[src/hw/sbhs_pkg.sv]
// Contract
// - Mode codes 15 and 16 are reserved and start no homing motion.
// - Modes 17 to 30 never use the index pulse, only switch levels and edges; modes 26 to 30 are refused here.
// - Mode 17, negative limit off: fast negative, limit on reverses slow, capture off.
// - Mode 17, negative limit on: slow positive, capture when it goes off.
// - Mode 18, positive limit off: fast positive, limit on reverses slow, capture off.
// - Mode 18, positive limit on: slow negative, capture when it goes off.
// - Mode 19: home off fast positive, reverse slow on; home on slow negative; capture off.
// - Mode 20: home off fast positive, capture on; home on slow negative, reverse, capture on.
// - Mode 21: home on slow positive; off fast negative, reverse slow on; capture off.
// - Mode 22, home on: slow positive, reverse slow at off, capture at on.
// - Mode 22, home off: fast negative, capture when home turns on.
// - Mode 23: home off fast positive, reverse slow on; home on slow negative; capture off.
// - Mode 23, positive limit first: reverse fast, slow at home on, capture at off.
// - Mode 24: like mode 20 with positive limit watch during fast search.
// - Mode 24, positive limit first: reverse fast, stay fast, reverse at off, capture on.
// - Mode 25: positive, slow once home on, reverse at off, capture at on.
// - Mode 25, positive limit first: reverse fast, capture when home turns on.
//
// Purpose: Shared constants and types of the switch based homing sequencer.
// Assumes: One clock domain; switch inputs are active high levels.
// Notes:   Switch index order is home, positive limit, negative limit.

package sbhs_pkg;

   localparam int unsigned MODE_W    = 6;
   localparam int unsigned POS_W_DEF = 32;
   localparam int unsigned SW_N      = 3;

   localparam int unsigned SW_HOME = 0;
   localparam int unsigned SW_POS  = 1;
   localparam int unsigned SW_NEG  = 2;

   localparam logic [5:0] MODE_RSV_A = 6'h0F;
   localparam logic [5:0] MODE_RSV_B = 6'h10;
   localparam logic [5:0] MODE_17    = 6'h11;
   localparam logic [5:0] MODE_18    = 6'h12;
   localparam logic [5:0] MODE_19    = 6'h13;
   localparam logic [5:0] MODE_20    = 6'h14;
   localparam logic [5:0] MODE_21    = 6'h15;
   localparam logic [5:0] MODE_22    = 6'h16;
   localparam logic [5:0] MODE_23    = 6'h17;
   localparam logic [5:0] MODE_24    = 6'h18;
   localparam logic [5:0] MODE_25    = 6'h19;

   // Enabled edges after reset before switch edges are trusted.
   localparam logic [1:0] SETTLE_CYC = 2'h3;

   typedef enum logic [2:0] {
      ST_IDLE    = 3'b000,
      ST_FIND_ON = 3'b001,
      ST_CAP_OFF = 3'b010,
      ST_CAP_ON  = 3'b011,
      ST_LEAVE   = 3'b100,
      ST_WAIT_ON = 3'b101
   } sbhs_state_t;

endpackage

[src/hw/sbhs_sw_if.sv]
// Purpose: Carries synchronised switch levels and edge events.
// Assumes: Bit order follows the switch indices of the package.
// Notes:   Edges are one enabled cycle wide.
`timescale 1ns/10ps
`default_nettype none

interface sbhs_sw_if;
   logic [2:0] lvl;
   logic [2:0] rise;
   logic [2:0] fall;

   modport src (output lvl, output rise, output fall);
   modport dst (input lvl, input rise, input fall);
endinterface

`default_nettype wire

[src/hw/sbhs_homing_seq.sv]
// Purpose: Switch based homing sequencer for one servo axis, modes 17 to 25.
// Assumes: Position input is valid every cycle; switches are active high.
// Notes:   Other mode codes are refused; the error flag is set one cycle after each idle cycle the command is high with such a code.
`timescale 1ns/10ps
`default_nettype none

module sbhs_homing_seq
   import sbhs_pkg::*;
   #(
   parameter int unsigned POS_W = sbhs_pkg::POS_W_DEF
   ) (
   input  wire logic                        core_clk_in,
   input  wire logic                        arst_n_in,
   input  wire logic                        clk_en_in,
   input  wire logic                        homing_command_in,
   input  wire logic [sbhs_pkg::MODE_W-1:0] mode_in,
   input  wire logic                        home_sw_in,
   input  wire logic                        pos_lim_in,
   input  wire logic                        neg_lim_in,
   input  wire logic [POS_W-1:0]            position_in,
   output var  logic                        move_out,
   output var  logic                        dir_pos_out,
   output var  logic                        fast_out,
   output var  logic                        done_out,
   output var  logic                        mode_err_out,
   output var  logic [POS_W-1:0]            home_pos_out
   );

   // -----------------------------------------------------------------
   // Decoding helpers
   // -----------------------------------------------------------------

   // Modes 17 and 18 home on a limit switch, the rest on the home switch.
   function automatic logic [1:0] watch_sel(input logic [MODE_W-1:0] m);
      unique case (m)
         MODE_17: watch_sel = 2'(SW_NEG);
         MODE_18: watch_sel = 2'(SW_POS);
         default: watch_sel = 2'(SW_HOME);
      endcase
   endfunction

   function automatic logic known_mode(input logic [MODE_W-1:0] m);
      known_mode = (m >= MODE_17) && (m <= MODE_25);
   endfunction

   // Only modes 23 to 25 watch the positive limit during the fast search.
   function automatic logic lim_mode(input logic [MODE_W-1:0] m);
      lim_mode = (m >= MODE_23) && (m <= MODE_25);
   endfunction

   // -----------------------------------------------------------------
   // Switch synchroniser
   // -----------------------------------------------------------------

   sbhs_sw_if sw ();

   sbhs_sw_sync u_sync (
      .core_clk_in (core_clk_in),
      .arst_n_in   (arst_n_in),
      .clk_en_in   (clk_en_in),
      .raw_in      ({neg_lim_in, pos_lim_in, home_sw_in}),
      .sw          (sw.src)
   );

   // -----------------------------------------------------------------
   // Sequencer state
   // -----------------------------------------------------------------

   sbhs_state_t       state;
   sbhs_state_t       next_state;
   logic [MODE_W-1:0] mode;
   logic              next_dir_pos;
   logic              next_fast;
   logic              next_move;
   logic              cap;
   logic              start_err;
   logic [1:0]        wsel;
   logic [1:0]        start_sel;
   logic              w_rise;
   logic              w_fall;
   logic              start_on;
   logic              lim_hit;
   logic              start;

   assign start     = (state == ST_IDLE) && homing_command_in;
   assign wsel      = watch_sel(mode);
   assign start_sel = watch_sel(mode_in);
   assign start_on  = sw.lvl[start_sel];

   // The index pulse has no input here at all.
   assign w_rise = sw.rise[wsel];
   assign w_fall = sw.fall[wsel];

   // The limit only counts while still searching outward at fast speed.
   assign lim_hit = lim_mode(mode) && dir_pos_out && fast_out && sw.rise[SW_POS];

   // -----------------------------------------------------------------
   // Next-state decision
   // -----------------------------------------------------------------

   always_comb begin
      next_state   = state;
      next_dir_pos = dir_pos_out;
      next_fast    = fast_out;
      next_move    = move_out;
      cap          = 1'b0;
      start_err    = 1'b0;
      unique case (state)
         ST_IDLE: begin
            if (homing_command_in) begin
               if (!known_mode(mode_in)) begin
                  start_err = 1'b1;
               end else begin
                  next_move = 1'b1;
                  // Every supported mode starts slow when its switch is already on.
                  next_fast = ~start_on;
                  unique case (mode_in)
                     MODE_17: begin
                        next_dir_pos = start_on;
                        next_state   = start_on ? ST_CAP_OFF : ST_FIND_ON;
                     end
                     MODE_18: begin
                        next_dir_pos = ~start_on;
                        next_state   = start_on ? ST_CAP_OFF : ST_FIND_ON;
                     end
                     MODE_19, MODE_23: begin
                        next_dir_pos = ~start_on;
                        next_state   = start_on ? ST_CAP_OFF : ST_FIND_ON;
                     end
                     MODE_21: begin
                        next_dir_pos = start_on;
                        next_state   = start_on ? ST_CAP_OFF : ST_FIND_ON;
                     end
                     MODE_20, MODE_24: begin
                        next_dir_pos = ~start_on;
                        next_state   = start_on ? ST_LEAVE : ST_CAP_ON;
                     end
                     MODE_22: begin
                        next_dir_pos = start_on;
                        next_state   = start_on ? ST_LEAVE : ST_CAP_ON;
                     end
                     default: begin
                        next_dir_pos = 1'b1;
                        next_state   = start_on ? ST_LEAVE : ST_WAIT_ON;
                     end
                  endcase
               end
            end
         end
         ST_FIND_ON: begin
            if (w_rise) begin
               next_dir_pos = ~dir_pos_out;
               next_fast    = 1'b0;
               next_state   = ST_CAP_OFF;
            end else if (lim_hit) begin
               next_dir_pos = 1'b0;
               next_state   = ST_WAIT_ON;
            end
         end
         ST_CAP_OFF: begin
            if (w_fall) begin
               cap        = 1'b1;
               next_move  = 1'b0;
               next_state = ST_IDLE;
            end
         end
         ST_CAP_ON: begin
            if (w_rise) begin
               cap        = 1'b1;
               next_move  = 1'b0;
               next_state = ST_IDLE;
            end else if (lim_hit) begin
               next_dir_pos = 1'b0;
               next_state   = ST_WAIT_ON;
            end
         end
         ST_LEAVE: begin
            if (w_fall) begin
               // The reversal keeps whatever speed the search had.
               next_dir_pos = ~dir_pos_out;
               next_state   = ST_CAP_ON;
            end
         end
         ST_WAIT_ON: begin
            if (w_rise) begin
               next_fast  = (mode == MODE_24);
               next_state = (mode == MODE_23) ? ST_CAP_OFF : ST_LEAVE;
            end else if (lim_hit) begin
               next_dir_pos = 1'b0;
               next_state   = ST_CAP_ON;
            end
         end
         default: begin
            next_move  = 1'b0;
            next_state = ST_IDLE;
         end
      endcase
   end

   // -----------------------------------------------------------------
   // Registers
   // -----------------------------------------------------------------

   always_ff @(posedge core_clk_in or negedge arst_n_in) begin
      if (!arst_n_in) begin
         state <= ST_IDLE;
      end else if (clk_en_in) begin
         state <= next_state;
      end
   end

   // The mode is frozen at the command so a change mid-run cannot confuse the walk.
   always_ff @(posedge core_clk_in or negedge arst_n_in) begin
      if (!arst_n_in) begin
         mode <= 6'h00;
      end else if (clk_en_in && start) begin
         mode <= mode_in;
      end
   end

   always_ff @(posedge core_clk_in or negedge arst_n_in) begin
      if (!arst_n_in) begin
         move_out    <= 1'b0;
         dir_pos_out <= 1'b0;
         fast_out    <= 1'b0;
      end else if (clk_en_in) begin
         move_out    <= next_move;
         dir_pos_out <= next_dir_pos;
         fast_out    <= next_fast;
      end
   end

   always_ff @(posedge core_clk_in or negedge arst_n_in) begin
      if (!arst_n_in) begin
         done_out     <= 1'b0;
         mode_err_out <= 1'b0;
      end else if (clk_en_in) begin
         done_out     <= cap;
         mode_err_out <= start_err;
      end
   end

   sbhs_pos_latch #(
      .W (POS_W)
   ) u_latch (
      .core_clk_in  (core_clk_in),
      .arst_n_in    (arst_n_in),
      .clk_en_in    (clk_en_in),
      .cap_in       (cap),
      .pos_in       (position_in),
      .home_pos_out (home_pos_out)
   );
endmodule // sbhs_homing_seq

`default_nettype wire

[src/hw/sbhs_pos_latch.sv]
// Purpose: Holds the captured home position.
// Assumes: The capture strobe is one enabled cycle wide.
// Notes:   Keeps its value until the next capture or a reset, which clears it.
`timescale 1ns/10ps
`default_nettype none

module sbhs_pos_latch #(
   parameter int unsigned W = 32
   ) (
   input  wire logic         core_clk_in,
   input  wire logic         arst_n_in,
   input  wire logic         clk_en_in,
   input  wire logic         cap_in,
   input  wire logic [W-1:0] pos_in,
   output var  logic [W-1:0] home_pos_out
   );

   always_ff @(posedge core_clk_in or negedge arst_n_in) begin
      if (!arst_n_in) begin
         home_pos_out <= '0;
      end else if (clk_en_in && cap_in) begin
         home_pos_out <= pos_in;
      end
   end

endmodule // sbhs_pos_latch

`default_nettype wire

[src/hw/sbhs_sw_sync.sv]
// Purpose: Two-stage synchroniser and edge detector for the three switches.
// Assumes: Raw switch levels may change at any time.
// Notes:   Edges are held back until the pipeline has filled after reset.
`timescale 1ns/10ps
`default_nettype none

module sbhs_sw_sync
   import sbhs_pkg::*;
   (
   input  wire logic                      core_clk_in,
   input  wire logic                      arst_n_in,
   input  wire logic                      clk_en_in,
   input  wire logic [sbhs_pkg::SW_N-1:0] raw_in,
   sbhs_sw_if.src                         sw
   );

   logic [SW_N-1:0] meta;
   logic [SW_N-1:0] sync;
   logic [SW_N-1:0] prev;
   logic [1:0]      settle;
   logic            primed;

   // The first stage feeds only the second stage.
   always_ff @(posedge core_clk_in or negedge arst_n_in) begin
      if (!arst_n_in) begin
         meta <= 3'h0;
         sync <= 3'h0;
         prev <= 3'h0;
      end else if (clk_en_in) begin
         meta <= raw_in;
         sync <= meta;
         prev <= sync;
      end
   end

   // Without this a switch that is on at reset would look like a fresh edge.
   always_ff @(posedge core_clk_in or negedge arst_n_in) begin
      if (!arst_n_in) begin
         settle <= 2'h0;
      end else if (clk_en_in && !primed) begin
         settle <= settle + 2'h1;
      end
   end

   assign primed  = (settle == SETTLE_CYC);
   assign sw.lvl  = sync;
   assign sw.rise = primed ? (sync & ~prev) : 3'h0;
   assign sw.fall = primed ? (~sync & prev) : 3'h0;
endmodule // sbhs_sw_sync

`default_nettype wire
[config.mk]
export PLATFORM = sky130hd
export DESIGN_NAME = sbhs_homing_seq
export DESIGN_NICKNAME = d
export VERILOG_FILES = /design/src/hw/sbhs_pkg.sv /design/src/hw/sbhs_sw_if.sv /design/src/hw/sbhs_homing_seq.sv /design/src/hw/sbhs_pos_latch.sv /design/src/hw/sbhs_sw_sync.sv
export SDC_FILE = /design/constraint.sdc
export NUM_CORES = 1
export LEC_CHECK = 0
export BUFFER_PORTS_ARGS = -buffer_cell sky130_fd_sc_hd__buf_2
export CORE_MARGIN = 3
export CORE_UTILIZATION = 57
export DETAILED_ROUTE_END_ITERATION = 8
export PLACE_DENSITY = 0.84
export SETUP_SLACK_MARGIN = 0.3
export SLEW_MARGIN = 15
export SYNTH_ARGS = -nofsm -noshare
export SYNTH_HDL_FRONTEND = slang
export SYNTH_SLANG_ARGS = --single-unit
[constraint.sdc]
create_clock -name core_clk_in -period 6.1 [get_ports core_clk_in]
set_input_delay 0.305 -clock core_clk_in [delete_from_list [all_inputs] [get_ports core_clk_in]]
set_output_delay 0.305 -clock core_clk_in [all_outputs]
set_load 0.02 [all_outputs]
==> reports/qor.yml, run 1 <==
detailed_routing:
  ant_nets: 0
  post_drt_wl_per_cell_um: 17.43
  drc: 0
  viasPerCell: 5.684
  drt_iter0_markers: 165
  via_count: 2234
  drt_first_pass_iters: 5
  drt-total-wl_um: 6849
timing:
  worst_slew_pin_slew_ns: 0.6899
  setup_viol: 0
  slew_viol_final: 0
  setup_tns_ns: 0
  hold_violations: 0
  period_needed_ns: 2.999
  fin_crit_sh_pct: 49.17
  worst_clock_skew_ns: 0.007636
  relSlewSlack_pct: 53.73
  fmax_mhz: 333.4
  rsz0062_at_grt: "no"
critical_path:
  critPathKind: "flip-flop to flip-flop"
  cp_slowest_cell: "o31ai_2"
  r2r_start: "mode[2]"
  max_stage_delay_ns: 0.64
  startpoint: "mode[2]"
  worst-path-max-fanout: 33
  crit_required_ns: 6.32
  critical_path.startpoint_type: "flip-flop"
  path_cells: "nor4b_4 > a21oi_1 > o31ai_2 > and2_1 > or4_4 > mux2_2"
  crit_arrival_ns: 3.22
  path_delay_family: "simple AND/OR/NAND/NOR gates"
  end_kind: "flip-flop"
  worstPathBufferInverterCount: 0
grt:
  grt_usage_pct: 23.45
  grt_pass1_wl_um: 10990
  grt_pass1_vias: 2137
  antenna_found_initial: 0
  grt_overflow: 0
  grt_max_degree: 58
cts:
  insertion_delay_ns: 0.34
  cts_sinks: 57
  cts_setup_buffers: 0
  cts.path.max_buffers: 2
  ctsRootBufferMaster: "clkbuf_8"
  cts_resized: 0
  htree_levels: 3
  postCtsHoldBufs: 0
  cts_tree: "built"
  clkTransAtPathRegs_ns: 0.07
  cts_buffers: 9
final_layout:
  fin_util_pct: 73.58
  drive_gt1_share_pct: 47.24
  final_nets: 367
  antenna_cells: 0
  fill_cells: 354
  area_delta_synth_final_pct: 19.83
place:
  gp_congestion: 0.9405
  detailed_place_hpwl_um: 4642
  port-buffer-count: 81
synth:
  synth_area_leaders: "dfrtp_1, mux2_4, mux2_2, nand2_1, mux2i_1"
  ys.flop_type: "dfrtp_1"
  synth_edf_count: 0
  synth_top_area_share_pct: 47.30
  yosysMostFrequentCell: "dfrtp_1"
  yosysWarningCount: 0
  synth.net_count: 289
  ys_types: 57
  yosysSeqAreaShare_pct: 47.30
  synth_area_um2: 3015
  netlist_instances: 243
  syn-mean-instance-area_um2: 12.41
  ys_seq_elements: 57
  yosysTopAreaCell: "dfrtp_1"
  async_reset_ff_share_pct: 100.0
  yosys-top-cells-count: "dfrtp_1, mux2_4, mux2_2, nand2_1, clkbuf_1"
power_and_ir_drop:
  vdd_drop_max_v: 0.0002641
  p_leak_nw: 1.818
  powerDensity_nw_per_um2: 491.1
hold_path:
  hp-class: "input pin to asynchronous set/reset pin"
die:
  num_rows: 25
  io-pin-count: 82
  start_util_pct: 61.40
  dieArea_um2: 6199
  fp.dieH_um: 78.74
  chipWidth_um: 78.74
  design.core.area_um2: 4911
status:
  outcome: "finished clean"
run:
  cap_violations: 0
through the flow:
| step | std cells | setup WS, ns | power (mW) | hold WS, ns | area [um^2] |
|---|---|---|---|---|---|
| after CTS | 393 | 3.132 | 1.778 | 0.1178 | 3613 |
| after global placement | 377 | 3.290 | 1.384 | 0.4670 | 3418 |
| after floorplan | 243 | 3.598 | 1.196 | 0.009409 | 3015 |
| after global routing | 393 | 2.922 | 1.874 | 0.1398 | 3613 |
| final | 393 | 3.101 | 1.775 | 0.08311 | 3613 |
| after detailed placement | 377 | 3.131 | 1.417 | 0.4838 | 3418 |
per-layer routing:
metal | vias to the layer above | global-route usage [%] | wire length [um]
li1 | 1049 | - | -
met1 | 1079 | 28.90 | 2750
met2 | 87 | 37.10 | 3487
met3 | 19 | 8.050 | 408
met4 | 0 | 10.84 | 203
met5 | - | 0 | 0
kinds of logic after synthesis:
| logic type | Yosys count | synth area share, % |
|---|---|---|
| compound gates | 40 | 9.792 |
| xor+xnor | 3 | 0.8715 |
| fa+ha+maj | 1 | 0.4149 |
| buf+inv | 22 | 3.984 |
| flops | 57 | 47.30 |
| mux | 54 | 23.57 |
| simple gates | 66 | 14.07 |
worst register-to-register path, cell delays in order (launching register included):
cell and delay [ns]:
dfrtp_1 0.46, nor4b_4 0.35, a21oi_1 0.12, o31ai_2 0.64, and2_1 0.34, or4_4 0.55
mux2_2 0.42
where the power goes:
group	switching [mW]	internal [mW]	leakage, nW	total, mW
Combinational	0.385	0.358	1.02	0.743
Sequential	0.151	0.532	0.701	0.683
Clock	0.152	0.196	0.102	0.349
Total	0.688	1.09	1.82	1.77
area by class of cell:
type	count	area, um^2	share of cell area (%)
Clock inverter	6	57.56	1.593
Inverter	7	26.28	0.7271
Multi-Input combinational cell	164	1469	40.65
Sequential cell	57	1426	39.47
Clock buffer	10	137.6	3.809
Timing Repair Buffer	82	412.9	11.43
Tap cell	67	83.83	2.320
state kept, by name, summed over array words and instances (netlist names):
signal / count
mode: 6
u_sync.sw.lvl: 3
dir_pos_out: 1
mode_err_out: 1
u_sync.prev: 3
done_out: 1
u_sync.settle: 2
fast_out: 1
move_out: 1
u_sync.meta: 3
u_latch.home_pos_out: 32
state: 3
worst paths after layout:
path	endpoint	slack [ns]	depth (start not counted)
worst max-delay path	u_latch.home_pos_out[1]	3.10	6
worst min-delay path	u_latch.home_pos_out[23]	0.08	2
worst max register to register	u_latch.home_pos_out[1]	3.10	6
worst min register to register	u_latch.home_pos_out[16]	0.50	1
max in group asynchronous	u_latch.home_pos_out[16]	5.54	2
min in group core_clk_in	u_latch.home_pos_out[12]	0.19	2
cell usage in the layout (no fill, tap or decap), types with 3 or more instances in the layout:
| cell type | count |
|---|---|
| nand2_1 | 15 |
| nor3_1 | 3 |
| clkinv_2 | 4 |
| mux2i_1 | 5 |
| a21oi_1 | 8 |
| inv_1 | 7 |
| a31oi_1 | 3 |
| nor2_1 | 5 |
| mux2_4 | 29 |
| buf_2 | 81 |
| and3_1 | 3 |
| nand4b_1 | 3 |
| mux2_2 | 20 |
| clkbuf_8 | 10 |
| dfrtp_1 | 57 |
| o21ai_0 | 5 |
| nor2b_1 | 6 |
| nand2b_1 | 6 |
| and4b_1 | 3 |
No activity file was read; power rests on OpenSTA's default activity.
==> run 2: changes to the inputs <==
--- a/config.mk
+++ b/config.mk
@@ -7,9 +7,9 @@
 export LEC_CHECK = 0
 export BUFFER_PORTS_ARGS = -buffer_cell sky130_fd_sc_hd__buf_2
 export CORE_MARGIN = 3
-export CORE_UTILIZATION = 57
+export CORE_UTILIZATION = 47
 export DETAILED_ROUTE_END_ITERATION = 8
-export PLACE_DENSITY = 0.84
+export PLACE_DENSITY = 0.74
 export SETUP_SLACK_MARGIN = 0.3
 export SLEW_MARGIN = 15
 export SYNTH_ARGS = -nofsm -noshare
==> constraint.sdc (replaced) <==
create_clock -name core_clk_in -period 2.5 [get_ports core_clk_in]
set_input_delay 0.125 -clock core_clk_in [delete_from_list [all_inputs] [get_ports core_clk_in]]
set_output_delay 0.125 -clock core_clk_in [all_outputs]
set_load 0.02 [all_outputs]
==> run 2 against run 1 <==
Against the previous run: power increased by 150%; fmax increased by 24%; global-route usage decreased by 4.7 points; flip-flop and latch count unchanged; cell count increased by 5.3%; count of clock-buffer cells in the layout decreased by 1; via count increased by 0.98%; worst setup slack got worse by 3.0 ns; register-to-register slack got worse by 3.0 ns; clock power increased by 140%; largest power group unchanged.
==> reports/qor.yml, run 2 (same netlist as run 1, synthesis figures left out) <==
run:
  cap_violations: 0  # unchanged
critical_path:
  worst-path-max-fanout: 17  # -48%
  path_cells: "nor4b_4 > and4b_1 > o31ai_2 > and2_4 > or4_4 > buf_16 > mux2_4"
  max_stage_delay_ns: 0.54  # -0.10 ns
  critical_path.startpoint_type: "flip-flop"
  cp_slowest_cell: "or4_4"
  critPathKind: "flip-flop to flip-flop"
  end_kind: "flip-flop"
  worstPathBufferInverterCount: 1  # +1
  crit_required_ns: 2.71  # -3.61 ns
  path_delay_family: "simple AND/OR/NAND/NOR gates"
  crit_arrival_ns: 2.64  # -0.58 ns
final_layout:
  drive_gt1_share_pct: 50.15  # +2.9 points
  fin_util_pct: 62.32  # -11 points
  largest-register: "u_latch.home_pos_out"
  final_nets: 380  # +3.5%
  layout_common_cells: "buf_2, dfrtp_1, mux2_4"
  fill_cells: 487  # +38%
  area_delta_synth_final_pct: 25.27
  largest_reg_flops: 32  # unchanged
  antenna_cells: 0  # unchanged
  fin_area_um2: 3777  # +4.5%
  reg.largest.list: "u_latch.home_pos_out x32, mode x6"
  final_common_cell: "buf_2"
  layout.cells.non_filler: 414  # +5.3%
status:
  outcome: "finished clean"
die:
  start_util_pct: 49.75  # -12 points
  design.core.area_um2: 6061  # +23%
  dieArea_um2: 7413  # +20%
  io-pin-count: 82  # unchanged
  num_rows: 28  # +12%
  fp.dieH_um: 86.10  # +9.4%
  chipWidth_um: 86.10  # +9.4%
timing:
  relSlewSlack_pct: 39.72  # -14 points
  hold_violations: 0  # unchanged
  setup_viol: 0  # unchanged
  slew_viol_final: 0  # unchanged
  worst_clock_skew_ns: 0.01089  # +0.003257 ns
  rsz0062_at_grt: "yes"
  setup_tns_ns: 0  # unchanged
  fmax_mhz: 412.0  # +24%
  fin_crit_sh_pct: 97.09  # +48 points
  period_needed_ns: 2.427  # -0.5723 ns
  worst_slew_pin_slew_ns: 0.9041  # +0.2142 ns
  layout_setup_ws_ns: 0.07283  # -3.028 ns
power_and_ir_drop:
  p_leak_nw: 1.892  # +4.0%
  p_int_mw: 2.721  # +150%
  pwr-share-comb_pct: 44.0  # +2.1 points
  p_clk_share_pct: 19.1  # -0.5 points
  p_sw_share_pct: 38.13  # -0.66 points
  netSwitchingPower_mw: 1.677  # +140%
  powerDensity_nw_per_um2: 1164  # +140%
  vdd_drop_max_v: 0.0007566  # +190%
  seqPwrFrac_pct: 37.0  # -1.5 points
hold_path:
  hp-class: "input pin to flip-flop"
detailed_routing:
  ant_nets: 0  # unchanged
  drc: 0  # unchanged
  viasPerCell: 5.449  # -4.1%
  post_drt_wl_per_cell_um: 16.35  # -6.2%
  via_count: 2256  # +0.98%
  drt_iter0_markers: 263  # +59%
  drt-total-wl_um: 6770  # -1.2%
  drt_first_pass_iters: 4  # -1
cts:
  clkTransAtPathRegs_ns: 0.07  # about the same
  cts_tree: "built"
  htree_levels: 3  # unchanged
  insertion_delay_ns: 0.33  # about the same
  cts_buffers: 9  # unchanged
  ctsRootBufferMaster: "clkbuf_8"
  cts.path.max_buffers: 2  # unchanged
  cts_sinks: 57  # unchanged
place:
  post-place-ws_ns: 0.08217  # -3.049 ns
  port-buffer-count: 81  # unchanged
  dp_cells: 392  # +4.0%
  dpl_cell_area_um2: 3502  # +2.5%
  detailed_place_hpwl_um: 4781  # +3.0%
  gp_congestion: 0.8352  # -11%
grt:
  grt_usage_pct: 18.75  # -4.7 points
  antenna_found_initial: 0  # unchanged
  grt_overflow: 0  # unchanged
  grt_pass1_vias: 2192  # +2.6%
  grt_max_degree: 42  # -28%
  grt_pass1_wl_um: 10940  # -0.44%
## run 2: changes by cell type in the layout (fill, tap and decap cells not counted), sizes merged
cell,change
buf,+11
clkinvlp,+2
clkinv,-1
dlygate4sd3,+1
## run 2: path summary, 6_finish.rpt
check	startpoint	endpoint	slack (ns)	cells after the start
setup / recovery	mode[5]	u_latch.home_pos_out[13]	0.07	7
hold / removal	position_in[10]	u_latch.home_pos_out[10]	0.02	2
setup reg to reg	mode[5]	u_latch.home_pos_out[13]	0.07	7
hold reg to reg	u_sync.meta[2]	u_sync.meta[2]	0.50	1
max in group asynchronous	arst_n_in	fast_out	1.25	3
min in group asynchronous	arst_n_in	u_latch.home_pos_out[8]	0.49	2
## run 2: metal layers
| layer | part of all wire, % | global-route usage [%] |
|---|---|---|
| met5 | 0 | 0 |
| met4 | 0.77 | 5.612 |
| met3 | 4.7 | 4.995 |
| met2 | 52 | 30.83 |
| met1 | 43 | 24.23 |
## run 2: final cells by class
cell class	instances	area, um^2	area share [%]
well taps	75	93.84	2.484
clock inverters	7	71.32	1.888
repair buffers	95	554.3	14.67
flip-flops and latches	57	1430	37.86
inverters	7	26.28	0.6956
multi-input cells	164	1478	39.12
clock buffers	9	123.9	3.279
## run 2: power by group through the flow
| stage | Sequential (mW) | Clock (mW) | Combinational (mW) |
|---|---|---|---|
| after floorplan | 1.88 | 0 | 1.06 |
| after global placement | 1.62 | 0 | 1.84 |
| after detailed placement | 1.63 | 0 | 1.89 |
| after CTS | 1.62 | 0.860 | 1.90 |
| after global routing | 1.69 | 0.900 | 2.09 |
| final | 1.63 | 0.838 | 1.93 |
## run 2: what timing repair did
item | 4_1_cts | 5_1_grt
hold buffers | 1 | 0
buffers inserted | 0 | 3
gates cloned | 0 | 2
gates resized for setup | 1 | 3
setup endpoints to repair | 32 | 33
endpoints found under the hold margin | 40 | 0
## run 2: per-stage QoR
step	hold WS [ns]	power, mW
2_1_floorplan	-0.1706	2.941
3_3_place_gp	0.2926	3.461
5_1_grt	0.002883	4.673
6_report	0.01851	4.398
4_1_cts	0.003446	4.376
3_5_place_dp	0.3099	3.517
## run 2: worst register-to-register path: stages (launching register included)
cell	delay [ns]
dfrtp_2	0.44
nor4b_4	0.33
and4b_1	0.25
o31ai_2	0.08
and2_4	0.15
or4_4	0.55
buf_16	0.20
mux2_4	0.32
